[src/ams_defs.vh]
// Purpose: Constants for the accumulator multiply/shift datapath
// Assumes: 16-bit accumulators, 5-bit class 3 sub-opcode
// Notes: Included by ams_top only, not by the multiplier or shifter
`ifndef AMS_DEFS_VH
`define AMS_DEFS_VH

`define AMS_OP_MOV_SV 5'h14
`define AMS_OP_MOV_PH 5'h15
`define AMS_OP_MOV_MR 5'h16
`define AMS_OP_LOAD_MULT_UNSIGNED_MR 5'h17
`define AMS_OP_MUL_SUB 5'h18
`define AMS_OP_MUL_ADD 5'h19
`define AMS_OP_SHL_XFR 5'h1A
`define AMS_OP_MUL_XFR 5'h1B
`define AMS_OP_SHL_SUB 5'h1C
`define AMS_OP_SHL_ADD 5'h1D
`define AMS_OP_MUL_HI 5'h1E
`define AMS_OP_SHL_HI 5'h1F

`define AMS_RST_WORD 16'h0000
`define AMS_RST_SV 4'h0
`define AMS_ROUND_BIT 15

`endif

[src/ams_mult.v]
// Purpose: 16x16 multiplier, signed or unsigned
// Assumes: Operands from same clock domain
// Notes: Purely combinational
`timescale 1ns/1ps
module ams_mult #(
  parameter W = 16
) (
  input wire [W-1:0] a, // Multiplier operand
  input wire [W-1:0] b, // Accumulator operand
  input wire uns, // Unsigned mode
  output wire [2*W-1:0] p // Product
);
  wire signed [W:0] sa;
  wire signed [W:0] sb;
  wire signed [2*W+1:0] sp;
  assign sa = {~uns & a[W-1], a};
  assign sb = {~uns & b[W-1], b};
  assign sp = sa * sb;
  assign p = sp[2*W-1:0];
endmodule // ams_mult

[src/ams_shift.v]
// Purpose: Left barrel shifter into double-width result
// Assumes: Count below W
// Notes: Upper half extended by sign when ext is set
`timescale 1ns/1ps
module ams_shift #(
  parameter W = 16,
  parameter CW = 4
) (
  input wire [W-1:0] a, // Value to shift
  input wire [CW-1:0] n, // Shift count
  input wire ext, // Sign extend
  output wire [2*W-1:0] r // Result
);
  wire [2*W-1:0] xa;
  assign xa = {{W{ext & a[W-1]}}, a};
  assign r = xa << n;
endmodule // ams_shift

[src/ams_top.v]
// Purpose: Class 3 upper-group execution datapath
// Assumes: Accumulator file outside; one instruction per cycle
// Notes: Results for accumulators leave as a write strobe with data
`timescale 1ns/1ps
`include "ams_defs.vh"
module ams_top #(
  parameter W = 16,
  parameter CW = 4
) (
  input wire MCLK, // Core clock
  input wire RST_N, // Async reset, active low
  input wire EXEC, // Instruction valid this cycle
  input wire [4:0] CLASS3_SUBOP, // Sub-opcode
  input wire SRC_SEL, // Source select, 1 takes offset accumulator
  input wire DST_SEL, // Destination select, 1 writes offset accumulator
  input wire STRING_MODE, // String chaining active
  input wire EXTEND_SIGN_FLAG, // Sign extension mode
  input wire [W-1:0] ACC_IN, // Selected accumulator
  input wire [W-1:0] ACC_OFS_IN, // Offset partner accumulator
  output reg [W-1:0] ACC_WDATA, // Accumulator write data
  output reg ACC_WE, // Accumulator write strobe
  output reg ACC_WSEL, // Written accumulator, 1 offset
  output reg [CW-1:0] SHIFT_VALUE_REG, // Shift count
  output reg [W-1:0] PRODUCT_HIGH_REG, // Product high
  output reg [W-1:0] MULTIPLIER_OPERAND_REG, // Multiplier
  output reg UNSIGNED_MULTIPLY_FLAG, // Unsigned multiply mode
  output reg ZERO_FLAG, // Zero status
  output reg CARRY_FLAG, // Carry status
  output reg SIGN_FLAG, // Sign status
  output reg OVF_FLAG // Overflow status
);
  wire [W-1:0] src;
  wire [W-1:0] other;
  wire [2*W-1:0] prod;
  wire [2*W-1:0] shr;
  wire [W-1:0] prod_rnd_hi;
  reg [W-1:0] lo;
  reg [W:0] sum;
  reg do_sub;
  reg do_arith;
  reg do_xfer;
  reg wr_acc;
  reg alu_upd;
  reg [W-1:0] res;
  reg [W-1:0] ph_d;
  reg ph_we;
  reg ovf;
  reg z_new;

  // ----------------------------------------
  // Operand selection
  // ----------------------------------------
  assign src = SRC_SEL ? ACC_OFS_IN : ACC_IN;
  assign other = SRC_SEL ? ACC_IN : ACC_OFS_IN;

  ams_mult #(
    .W(W)
  ) u_mult (
    .a(MULTIPLIER_OPERAND_REG),
    .b(src),
    .uns(UNSIGNED_MULTIPLY_FLAG),
    .p(prod)
  );

  ams_shift #(
    .W(W),
    .CW(CW)
  ) u_shift (
    .a(src),
    .n(SHIFT_VALUE_REG),
    .ext(EXTEND_SIGN_FLAG),
    .r(shr)
  );

  assign prod_rnd_hi = prod[2*W-1:W] + {{(W-1){1'b0}}, prod[`AMS_ROUND_BIT]};

  // ----------------------------------------
  // Decode and result
  // ----------------------------------------
  always @*
  begin
    lo = {W{1'b0}};
    do_sub = 1'b0;
    do_arith = 1'b0;
    do_xfer = 1'b0;
    wr_acc = 1'b0;
    alu_upd = 1'b0;
    ph_d = PRODUCT_HIGH_REG;
    ph_we = 1'b0;
    case (CLASS3_SUBOP)
      `AMS_OP_MOV_SV, `AMS_OP_MOV_MR, `AMS_OP_LOAD_MULT_UNSIGNED_MR:
      begin
        do_xfer = 1'b1;
      end
      `AMS_OP_MOV_PH:
      begin
        do_xfer = 1'b1;
        ph_d = src;
        ph_we = 1'b1;
      end
      `AMS_OP_MUL_SUB, `AMS_OP_MUL_ADD:
      begin
        lo = prod[W-1:0];
        do_arith = 1'b1;
        do_sub = (CLASS3_SUBOP == `AMS_OP_MUL_SUB);
        wr_acc = 1'b1;
        alu_upd = 1'b1;
        ph_d = prod[2*W-1:W];
        ph_we = 1'b1;
      end
      `AMS_OP_MUL_XFR:
      begin
        lo = prod[W-1:0];
        wr_acc = 1'b1;
        alu_upd = 1'b1;
        ph_d = prod[2*W-1:W];
        ph_we = 1'b1;
      end
      `AMS_OP_SHL_XFR:
      begin
        lo = shr[W-1:0];
        wr_acc = 1'b1;
        alu_upd = 1'b1;
        ph_d = shr[2*W-1:W];
        ph_we = 1'b1;
      end
      `AMS_OP_SHL_SUB, `AMS_OP_SHL_ADD:
      begin
        lo = shr[W-1:0];
        do_arith = 1'b1;
        do_sub = (CLASS3_SUBOP == `AMS_OP_SHL_SUB);
        wr_acc = 1'b1;
        alu_upd = 1'b1;
        ph_d = shr[2*W-1:W];
        ph_we = 1'b1;
      end
      `AMS_OP_MUL_HI:
      begin
        ph_d = prod_rnd_hi;
        ph_we = 1'b1;
      end
      `AMS_OP_SHL_HI:
      begin
        ph_d = shr[2*W-1:W];
        ph_we = 1'b1;
      end
      default:
      begin
        lo = {W{1'b0}};
      end
    endcase
  end

  always @*
  begin
    if (do_sub)
      sum = {1'b0, other} + {1'b0, ~lo} + {{W{1'b0}}, (STRING_MODE ? CARRY_FLAG : 1'b1)};
    else if (do_arith)
      sum = {1'b0, other} + {1'b0, lo} + {{W{1'b0}}, (STRING_MODE & CARRY_FLAG)};
    else
      sum = {1'b0, lo};
    res = sum[W-1:0];
    if (do_sub)
      ovf = (other[W-1] != lo[W-1]) && (res[W-1] != other[W-1]);
    else if (do_arith)
      ovf = (other[W-1] == lo[W-1]) && (res[W-1] != other[W-1]);
    else
      ovf = 1'b0;
    z_new = (res == {W{1'b0}}) & (~(STRING_MODE & do_arith) | ZERO_FLAG);
  end

  // ----------------------------------------
  // State registers
  // ----------------------------------------
  always @(posedge MCLK or negedge RST_N)
  begin
    if (!RST_N)
    begin
      ACC_WDATA <= `AMS_RST_WORD;
      ACC_WE <= 1'b0;
      ACC_WSEL <= 1'b0;
      SHIFT_VALUE_REG <= `AMS_RST_SV;
      PRODUCT_HIGH_REG <= `AMS_RST_WORD;
      MULTIPLIER_OPERAND_REG <= `AMS_RST_WORD;
      UNSIGNED_MULTIPLY_FLAG <= 1'b0;
      ZERO_FLAG <= 1'b0;
      CARRY_FLAG <= 1'b0;
      SIGN_FLAG <= 1'b0;
      OVF_FLAG <= 1'b0;
    end
    else
    begin
      ACC_WE <= EXEC & wr_acc;
      ACC_WSEL <= DST_SEL;
      ACC_WDATA <= res;
      if (EXEC)
      begin
        if (CLASS3_SUBOP == `AMS_OP_MOV_SV)
          SHIFT_VALUE_REG <= src[CW-1:0];
        if (CLASS3_SUBOP == `AMS_OP_MOV_MR || CLASS3_SUBOP == `AMS_OP_LOAD_MULT_UNSIGNED_MR)
        begin
          MULTIPLIER_OPERAND_REG <= src;
          UNSIGNED_MULTIPLY_FLAG <= (CLASS3_SUBOP == `AMS_OP_LOAD_MULT_UNSIGNED_MR);
        end
        if (ph_we)
          PRODUCT_HIGH_REG <= ph_d;
        if (do_xfer)
        begin
          ZERO_FLAG <= (src == {W{1'b0}});
          SIGN_FLAG <= src[W-1];
        end
        else if (alu_upd)
        begin
          ZERO_FLAG <= z_new;
          SIGN_FLAG <= res[W-1];
          CARRY_FLAG <= do_arith ? sum[W] : 1'b0;
          OVF_FLAG <= ovf;
        end
      end
    end
  end
endmodule // ams_top
[config.mk]
export PLATFORM = sky130hd
export DESIGN_NAME = ams_top
export DESIGN_NICKNAME = d
export VERILOG_FILES = /design/src/ams_mult.v /design/src/ams_shift.v /design/src/ams_top.v
export VERILOG_INCLUDE_DIRS = /design/src /design/src/src
export SDC_FILE = /design/constraint.sdc
export NUM_CORES = 1
export LEC_CHECK = 0
export BUFFER_PORTS_ARGS = -buffer_cell sky130_fd_sc_hd__buf_2
export CORE_MARGIN = 4
export CORE_UTILIZATION = 39
export CTS_BUF_LIST = sky130_fd_sc_hd__clkbuf_4 sky130_fd_sc_hd__clkbuf_8
export CTS_CLUSTER_DIAMETER = 200
export CTS_CLUSTER_SIZE = 20
export DETAILED_ROUTE_END_ITERATION = 7
export PLACE_DENSITY = 0.55
export SLEW_MARGIN = 20
export SYNTH_ARGS = -nofsm -noshare
export SYNTH_HDL_FRONTEND = slang
export SYNTH_SLANG_ARGS = --single-unit
[constraint.sdc]
create_clock -name MCLK -period 17.8 [get_ports MCLK]
set_input_delay 3.56 -clock MCLK [delete_from_list [all_inputs] [get_ports MCLK]]
set_output_delay 3.56 -clock MCLK [all_outputs]
set_load 0.05 [all_outputs]
==> results.ini, run 1 <==
[run_status]
status = completed

[timing]
min_period_over_period_pct = 64.63
rsz0062_at_grt = no
hold_viol = 0
drv_slew = 0
timing.slew.headroom_pct = 20.08
worst_pin_slew_ns = 1.199
setup_viol = 0
final.setup_skew_ns = 0.009689
fmax_mhz = 86.93
tns_ns = 0
finalCriticalPeriod_ns = 11.50

[cts]
postCtsSetupBuffers = 0
clk_latency_ns = 0.38
cts_hold_buf = 0
clock_path_buffers = 2
root_buffer = clkbuf_8
numCtsBuffers = 9
cts_sinks = 59
cts_tree = done
cts_resized = 0
h-tree-depth = 3
clk_pin_slew_worst_paths_ns = 0.08

[grt]
overflow = 0
use_met3_pct = 2.454
use_met1_pct = 33.07
top_usage_layer = met2
grt_max_degree = 59
grt_pass1_vias = 14485
grt_pass1_wl_mm = 82.44
antenna_found_initial = 1
grtUsageMet2_pct = 35.06
track_usage_pct = 22.09

[yosys]
yosys_warnings = 0
seq_area_frac_synth_pct = 8.716
synth-edff-count = 0
synth_cells = 1976
synth_commonest_cells = inv_1, fa_1, nand2_1, ha_1, clkbuf_1
ys_top_cells_by_area = fa_1, dfrtp_1, ha_1, inv_1, nand2_1
yosys.area.top_type_share_pct = 33.80
synth_nets = 2420
synth_seq_cells = 59
synthArstFlopShare_pct = 100.0
synth_cell_types = 80
synth_ff_type = dfrtp_1
netlist_area_sq_um = 16940
synth_top_cell_by_area = fa_1
avgSynthCellArea_sq_um = 8.572
synth_most_common_cell = inv_1

[die]
core-area_sq_um = 42980
die-height_um = 216.4
dieArea_sq_um = 46830
io_pins = 103
fp.dieW_um = 216.4
initial_core_util_pct = 39.41
rows = 76

[setup_path]
critPathLaunchType = input pin
required_ns = 18.06
crit_slowest_cell = mux2_2
reg2reg_from = MULTIPLIER_OPERAND_REG[7]$_DFFE_PN0P_
worstSetupPathType = in2reg
timing.rr.end = PRODUCT_HIGH_REG[15]$_DFFE_PN0P_
r2r_slack_ns = 9.70
cp-end-kind = flip-flop
critPathMaxStageDelay_ns = 0.67
ff2ff_path_depth = 23
cp_data_arrival_time_ns = 11.77
path_max_fanout = 48

[cells_and_area]
layout-drive-gt1-share_pct = 10.14
n_fill_cell = 4425
final_nets = 2451
syn_to_final_growth_pct = 7.010

[placement]
gp_congestion = 0.9119
portBuffers = 102
dp_hpwl_mm = 39.52

[run]
drv_cap = 0

[drt]
drtAntennaViolNets = 0
firstDrtPassIters = 5
drt-initial-drc-count = 1081
totalWireLength_mm = 50.99
drt-vias-per-instance = 5.357
drc_errors = 0
wl_per_cell_um = 19.63
via_count = 13918

[hold_path]
hold_depth = 1
hold_path_class = reg2reg
hp-start = PRODUCT_HIGH_REG[1]$_DFFE_PN0P_
hold_end = PRODUCT_HIGH_REG[1]$_DFFE_PN0P_

==> worst max-delay path, delay by kind of cell <==
kind | cells | cell delay [ns]
simple gates | 6 | 1.11
fa+ha+maj | 8 | 3.70
mux | 1 | 0.67
buf+inv | 8 | 0.95
xor+xnor | 1 | 0.23
compound gates | 6 | 1.47
==> sequential cells by signal, summed over array words and instances (netlist names) <==
register	flops
ACC_WE	1
SHIFT_VALUE_REG	4
CARRY_FLAG	1
SIGN_FLAG	1
ACC_WDATA	16
MULTIPLIER_OPERAND_REG	16
ACC_WSEL	1
UNSIGNED_MULTIPLY_FLAG	1
PRODUCT_HIGH_REG	16
OVF_FLAG	1
ZERO_FLAG	1
==> kinds of logic (layout without fill, tap and decap cells) <==
group,count (synthesis),after routing,share of synthesized area (%)
buf+inv,479,515,10.72
flops,59,59,8.716
simple gates,569,569,16.56
mux,89,89,6.227
other cells,0,1,0
xor+xnor,59,59,3.051
compound gates,321,321,12.51
fa+ha+maj,400,400,42.22
==> worst max path at each step <==
stage | from | endpoint | depth (start not counted)
final | SRC_SEL | PRODUCT_HIGH_REG[15]$_DFFE_PN0P_ | 30
after global routing | SRC_SEL | PRODUCT_HIGH_REG[15]$_DFFE_PN0P_ | 29
after CTS | SRC_SEL | PRODUCT_HIGH_REG[15]$_DFFE_PN0P_ | 29
after detailed placement | SRC_SEL | PRODUCT_HIGH_REG[15]$_DFFE_PN0P_ | 29
after global placement | SRC_SEL | PRODUCT_HIGH_REG[15]$_DFFE_PN0P_ | 29
after floorplan | SRC_SEL | PRODUCT_HIGH_REG[15]$_DFFE_PN0P_ | 33
==> layout make-up <==
type / instances / area (sq um) / area share, %
clock buffers: 10 / 131.4 / 0.7248
flip-flops and latches: 59 / 1476 / 8.145
clock inverters: 6 / 41.29 / 0.2278
multi-input cells: 1438 / 13670 / 75.40
inverters: 377 / 1415 / 7.807
diodes: 1 / 2.502 / 0.01381
repair buffers: 122 / 660.6 / 3.645
well taps: 585 / 732.0 / 4.038
==> per-layer routing <==
layer  vias up  routed length (um)
met1      6975               23940
met3        52                3130
met2       517               23240
li1       6374                   -
met5         -                   0
met4         0                 686
==> per-stage QoR <==
stage	utilization, %	hold slack, ns	setup slack (ns)	instances	cell area, sq um
global placement	41.76	0.4710	6.106	2581	17950
detailed placement	41.76	0.4722	5.961	2581	17950
finish	42.17	0.4896	6.296	2598	18130
CTS	42.17	0.5020	6.341	2597	18120
floorplan	-	0.7566	6.397	1976	16940
global route	42.17	0.5368	5.681	2597	18120
==> cell usage in the layout, fill, tap and decap left out, drive strengths merged, types with 59 or more instances in the layout <==
| cell | synthesis | routed |
|---|---|---|
| dfrtp | 59 | 59 |
| fa | 286 | 286 |
| nand2 | 205 | 205 |
| ha | 114 | 114 |
| o21ai | 72 | 72 |
| nor2b | 73 | 73 |
| nor2 | 82 | 82 |
| buf | 11 | 122 |
| inv | 377 | 378 |
| and2 | 82 | 82 |
| a21oi | 80 | 80 |
Power of run 1 is left out: the tool's default activity adds up to more than one toggle a clock period on the data nets, which glitch-free logic cannot reach.
==> inputs of run 2 (changes only) <==
--- a/config.mk
+++ b/config.mk
@@ -6,6 +6,7 @@
 export SDC_FILE = /design/constraint.sdc
 export NUM_CORES = 1
 export LEC_CHECK = 0
+export ABC_AREA = 1
 export BUFFER_PORTS_ARGS = -buffer_cell sky130_fd_sc_hd__buf_2
 export CORE_MARGIN = 4
 export CORE_UTILIZATION = 39
@@ -13,7 +14,7 @@
 export CTS_CLUSTER_DIAMETER = 200
 export CTS_CLUSTER_SIZE = 20
 export DETAILED_ROUTE_END_ITERATION = 7
-export PLACE_DENSITY = 0.55
+export PLACE_DENSITY = 0.57
 export SLEW_MARGIN = 20
 export SYNTH_ARGS = -nofsm -noshare
 export SYNTH_HDL_FRONTEND = slang
==> constraint.sdc (replaced) <==
create_clock -name MCLK -period 9.24 [get_ports MCLK]
set_input_delay 1.848 -clock MCLK [delete_from_list [all_inputs] [get_ports MCLK]]
set_output_delay 1.848 -clock MCLK [all_outputs]
set_load 0.05 [all_outputs]
==> run 2 against run 1 <==
Against the previous run:
- clock-buffer cell count unchanged
- register-to-register slack worse by 8.4 ns
- final cell count up 23%
- critical path depth up 8
- clock skew up 0.0069 ns
- first-iteration DRC count up 36%
- largest cell class unchanged
==> results.ini, run 2 <==
[yosys]
synth_top_cell_by_area = fa_1  ; unchanged
yosys.area.top_type_share_pct = 32.96  ; was 33.80%
synth_compound_area_share_pct = 8.643  ; was 12.51%
synth-simple-area-share_pct = 27.18  ; was 16.56%
synth_commonest_cells = nand2_1, inv_1, fa_1, nor2_1, nand3_1  ; was inv_1, fa_1, nand2_1, ha_1, clkbuf_1
netlist_area_sq_um = 17370  ; was 16940 sq um
synth_ff_type = dfrtp_1  ; unchanged
synth_cells = 2471  ; was 1976
synth_xor_area_share_pct = 0.8427  ; was 3.051%
synth-edff-count = 0  ; unchanged
seq_area_frac_synth_pct = 8.499  ; was 8.716%
muxShareOfSynthArea_pct = 0.05762  ; was 6.227%
synth_cell_types = 54  ; was 80
synth_seq_cells = 59  ; unchanged
synth_nets = 2915  ; was 2420
synth_most_common_cell = nand2_1  ; was inv_1
synth_top_family_by_area = adder cells  ; unchanged
yosys_warnings = 0  ; unchanged
avgSynthCellArea_sq_um = 7.030  ; was 8.572 sq um
synth_fa_ha_area_share_pct = 41.17  ; was 42.22%
ys_top_cells_by_area = fa_1, nand2_1, inv_1, dfrtp_1, ha_1  ; was fa_1, dfrtp_1, ha_1, inv_1, nand2_1
synthArstFlopShare_pct = 100.0  ; unchanged

[drt]
wl_per_cell_um = 20.45  ; was 19.63 um
via_count = 16740  ; was 13918
drt-initial-drc-count = 1474  ; was 1081
firstDrtPassIters = 5  ; unchanged
drt-vias-per-instance = 5.233  ; was 5.357
drtAntennaViolNets = 0  ; unchanged
drc_errors = 0  ; unchanged
totalWireLength_mm = 65.42  ; was 50.99 mm

[setup_path]
worstSetupPathType = in2reg  ; unchanged
ff2ff_path_depth = 36  ; was 23
cp_data_arrival_time_ns = 9.10  ; was 11.77 ns
cp-end-kind = flip-flop  ; unchanged
crit_start = SRC_SEL  ; unchanged
critPathLaunchType = input pin  ; unchanged
crit_end = ZERO_FLAG$_DFFE_PN0P_  ; was PRODUCT_HIGH_REG[15]$_DFFE_PN0P_
cpMostUsedCell = inv_1
path_max_fanout = 11  ; was 48
timing.rr.end = ZERO_FLAG$_DFFE_PN0P_  ; was PRODUCT_HIGH_REG[15]$_DFFE_PN0P_
r2r_slack_ns = 1.35  ; was 9.70 ns
required_ns = 9.61  ; was 18.06 ns
reg2reg_from = MULTIPLIER_OPERAND_REG[8]$_DFFE_PN0P_  ; was MULTIPLIER_OPERAND_REG[7]$_DFFE_PN0P_
crit_slowest_cell = fa_1  ; was mux2_2
critPathMaxStageDelay_ns = 0.56  ; was 0.67 ns

[run]
drv_cap = 0  ; unchanged

[timing]
drv_slew = 0  ; unchanged
rsz0062_at_grt = no  ; unchanged
setup_viol = 0  ; unchanged
timing.slew.headroom_pct = 39.81  ; was 20.08%
hold_viol = 0  ; unchanged
fmax_mhz = 114.6
tns_ns = 0  ; unchanged
min_period_over_period_pct = 94.46
finalCriticalPeriod_ns = 8.728
worst_pin_slew_ns = 0.9028  ; was 1.199 ns
final.setup_skew_ns = 0.01662  ; was 0.009689 ns

[hold_path]
hp-start = PRODUCT_HIGH_REG[15]$_DFFE_PN0P_  ; was PRODUCT_HIGH_REG[1]$_DFFE_PN0P_
hold_path_class = reg2reg  ; unchanged

[cts]
cts_tree = done  ; unchanged
numCtsBuffers = 9  ; unchanged
clk_latency_ns = 0.44  ; was 0.38 ns
cts_hold_buf = 0  ; unchanged
postCtsSetupBuffers = 0  ; unchanged
h-tree-depth = 3  ; unchanged
cts_resized = 0  ; unchanged
root_buffer = clkbuf_8  ; unchanged
clock_path_buffers = 2  ; unchanged
clk_pin_slew_worst_paths_ns = 0.09  ; was 0.08 ns
cts_sinks = 59  ; unchanged

[die]
fp.dieW_um = 219.1  ; was 216.4 um
dieArea_sq_um = 47980  ; was 46830 sq um
io_pins = 103  ; unchanged
rows = 77  ; was 76
initial_core_util_pct = 39.37  ; was 39.41%
die-height_um = 219.1  ; was 216.4 um
core-area_sq_um = 44120  ; was 42980 sq um

[cells_and_area]
syn_to_final_growth_pct = 10.98  ; was 7.010%
n_fill_cell = 4735  ; was 4425
layout-drive-gt1-share_pct = 11.01  ; was 10.14%
fin_cells = 3199  ; was 2598
reg_top3 = ACC_WDATA: 16 flops, MULTIPLIER_OPERAND_REG: 16 flops, PRODUCT_HIGH_REG: 16 flops  ; unchanged
final_common_cell = nand2_1  ; was inv_1
fin_util_pct = 43.69  ; was 42.17%
final_nets = 3046  ; was 2451
final_cell_mix = nand2_1, inv_1, fa_1  ; was inv_1, fa_1, nand2_1
antenna_cells = 0  ; was 1

[grt]
antenna_found_initial = 0  ; was 1
grt_pass1_wl_mm = 102.2  ; was 82.44 mm
grt_pass1_vias = 17022  ; was 14485
overflow = 0  ; unchanged
grt_max_degree = 60  ; was 59
track_usage_pct = 28.18  ; was 22.09%

[placement]
portBuffers = 102  ; unchanged
dp.cells = 3183  ; was 2581
gp_congestion = 0.9848  ; was 0.9119
dp_hpwl_mm = 55.49  ; was 39.52 mm

[run_status]
status = completed  ; unchanged

## run 2: changes by cell type after synthesis, sizes merged, moves of 20 or more
cell,before,now
mux2,35,0
nor2,82,270
o21ai,72,114
nand3,29,192
mux2i,45,1
clkbuf,91,53
a21oi,80,103
and2,82,0
nand2,205,591
inv,377,528
nor2b,73,0
xnor2,45,11
or3,20,0
## run 2: per-stage QoR
step	worst slack (ns)	hold WS, ns	instance area, sq um
2_1_floorplan	0.7716	0.7597	17370
3_3_place_gp	0.1021	0.4601	19030
3_5_place_dp	0.1337	0.4638	19030
4_1_cts	0.6096	0.4899	19280
5_1_grt	0.009194	0.5042	19280
6_report	0.5124	0.4846	19280
## run 2: cell type report
cell class | instances | area [sq um] | area share (%)
clock inverters | 6 | 112.6 | 0.5841
clock buffers | 10 | 137.6 | 0.7139
multi-input cells | 1796 | 13530 | 70.20
flip-flops and latches | 59 | 1476 | 7.658
well taps | 592 | 740.7 | 3.842
repair buffers | 194 | 1241 | 6.438
inverters | 542 | 2037 | 10.57
## run 2: how the worst min path moves through the flow
stage / to / slack, ns / cells past startpoint
floorplan: PRODUCT_HIGH_REG[5]$_DFFE_PN0P_ / 0.76 / 2
global placement: PRODUCT_HIGH_REG[5]$_DFFE_PN0P_ / 0.46 / 2
detailed placement: PRODUCT_HIGH_REG[15]$_DFFE_PN0P_ / 0.46 / 2
CTS: PRODUCT_HIGH_REG[15]$_DFFE_PN0P_ / 0.49 / 2
global route: PRODUCT_HIGH_REG[15]$_DFFE_PN0P_ / 0.50 / 2
finish: PRODUCT_HIGH_REG[15]$_DFFE_PN0P_ / 0.48 / 2
## run 2: logic make-up (layout without fill, tap and decap cells)
| group | Yosys count | count (layout) |
|---|---|---|
| multiplexers | 1 | 1 |
| flip-flops | 59 | 59 |
| buffers and inverters | 616 | 752 |
| AO/OA/AOI/OAI | 267 | 267 |
| AND/OR/NAND/NOR | 1113 | 1113 |
| XOR/XNOR | 15 | 15 |
| adder cells (fa/ha/maj) | 400 | 400 |
## run 2: critical path: cells and delay by family
family,cells,cell delay [ns]
compound gates,5,0.82
fa+ha+maj,8,3.41
buf+inv,10,0.99
simple gates,15,2.01
## run 2: routing by layer
| metal | wire length (um) | vias up | GRT usage (%) |
|---|---|---|---|
| li1 | - | 7815 | - |
| met3 | 4309 | 114 | 4.556 |
| met1 | 28210 | 8204 | 38.36 |
| met4 | 2377 | 0 | 9.248 |
| met2 | 30520 | 607 | 46.01 |
| met5 | 0 | - | 0 |
Power of run 2 is left out for the same reason.
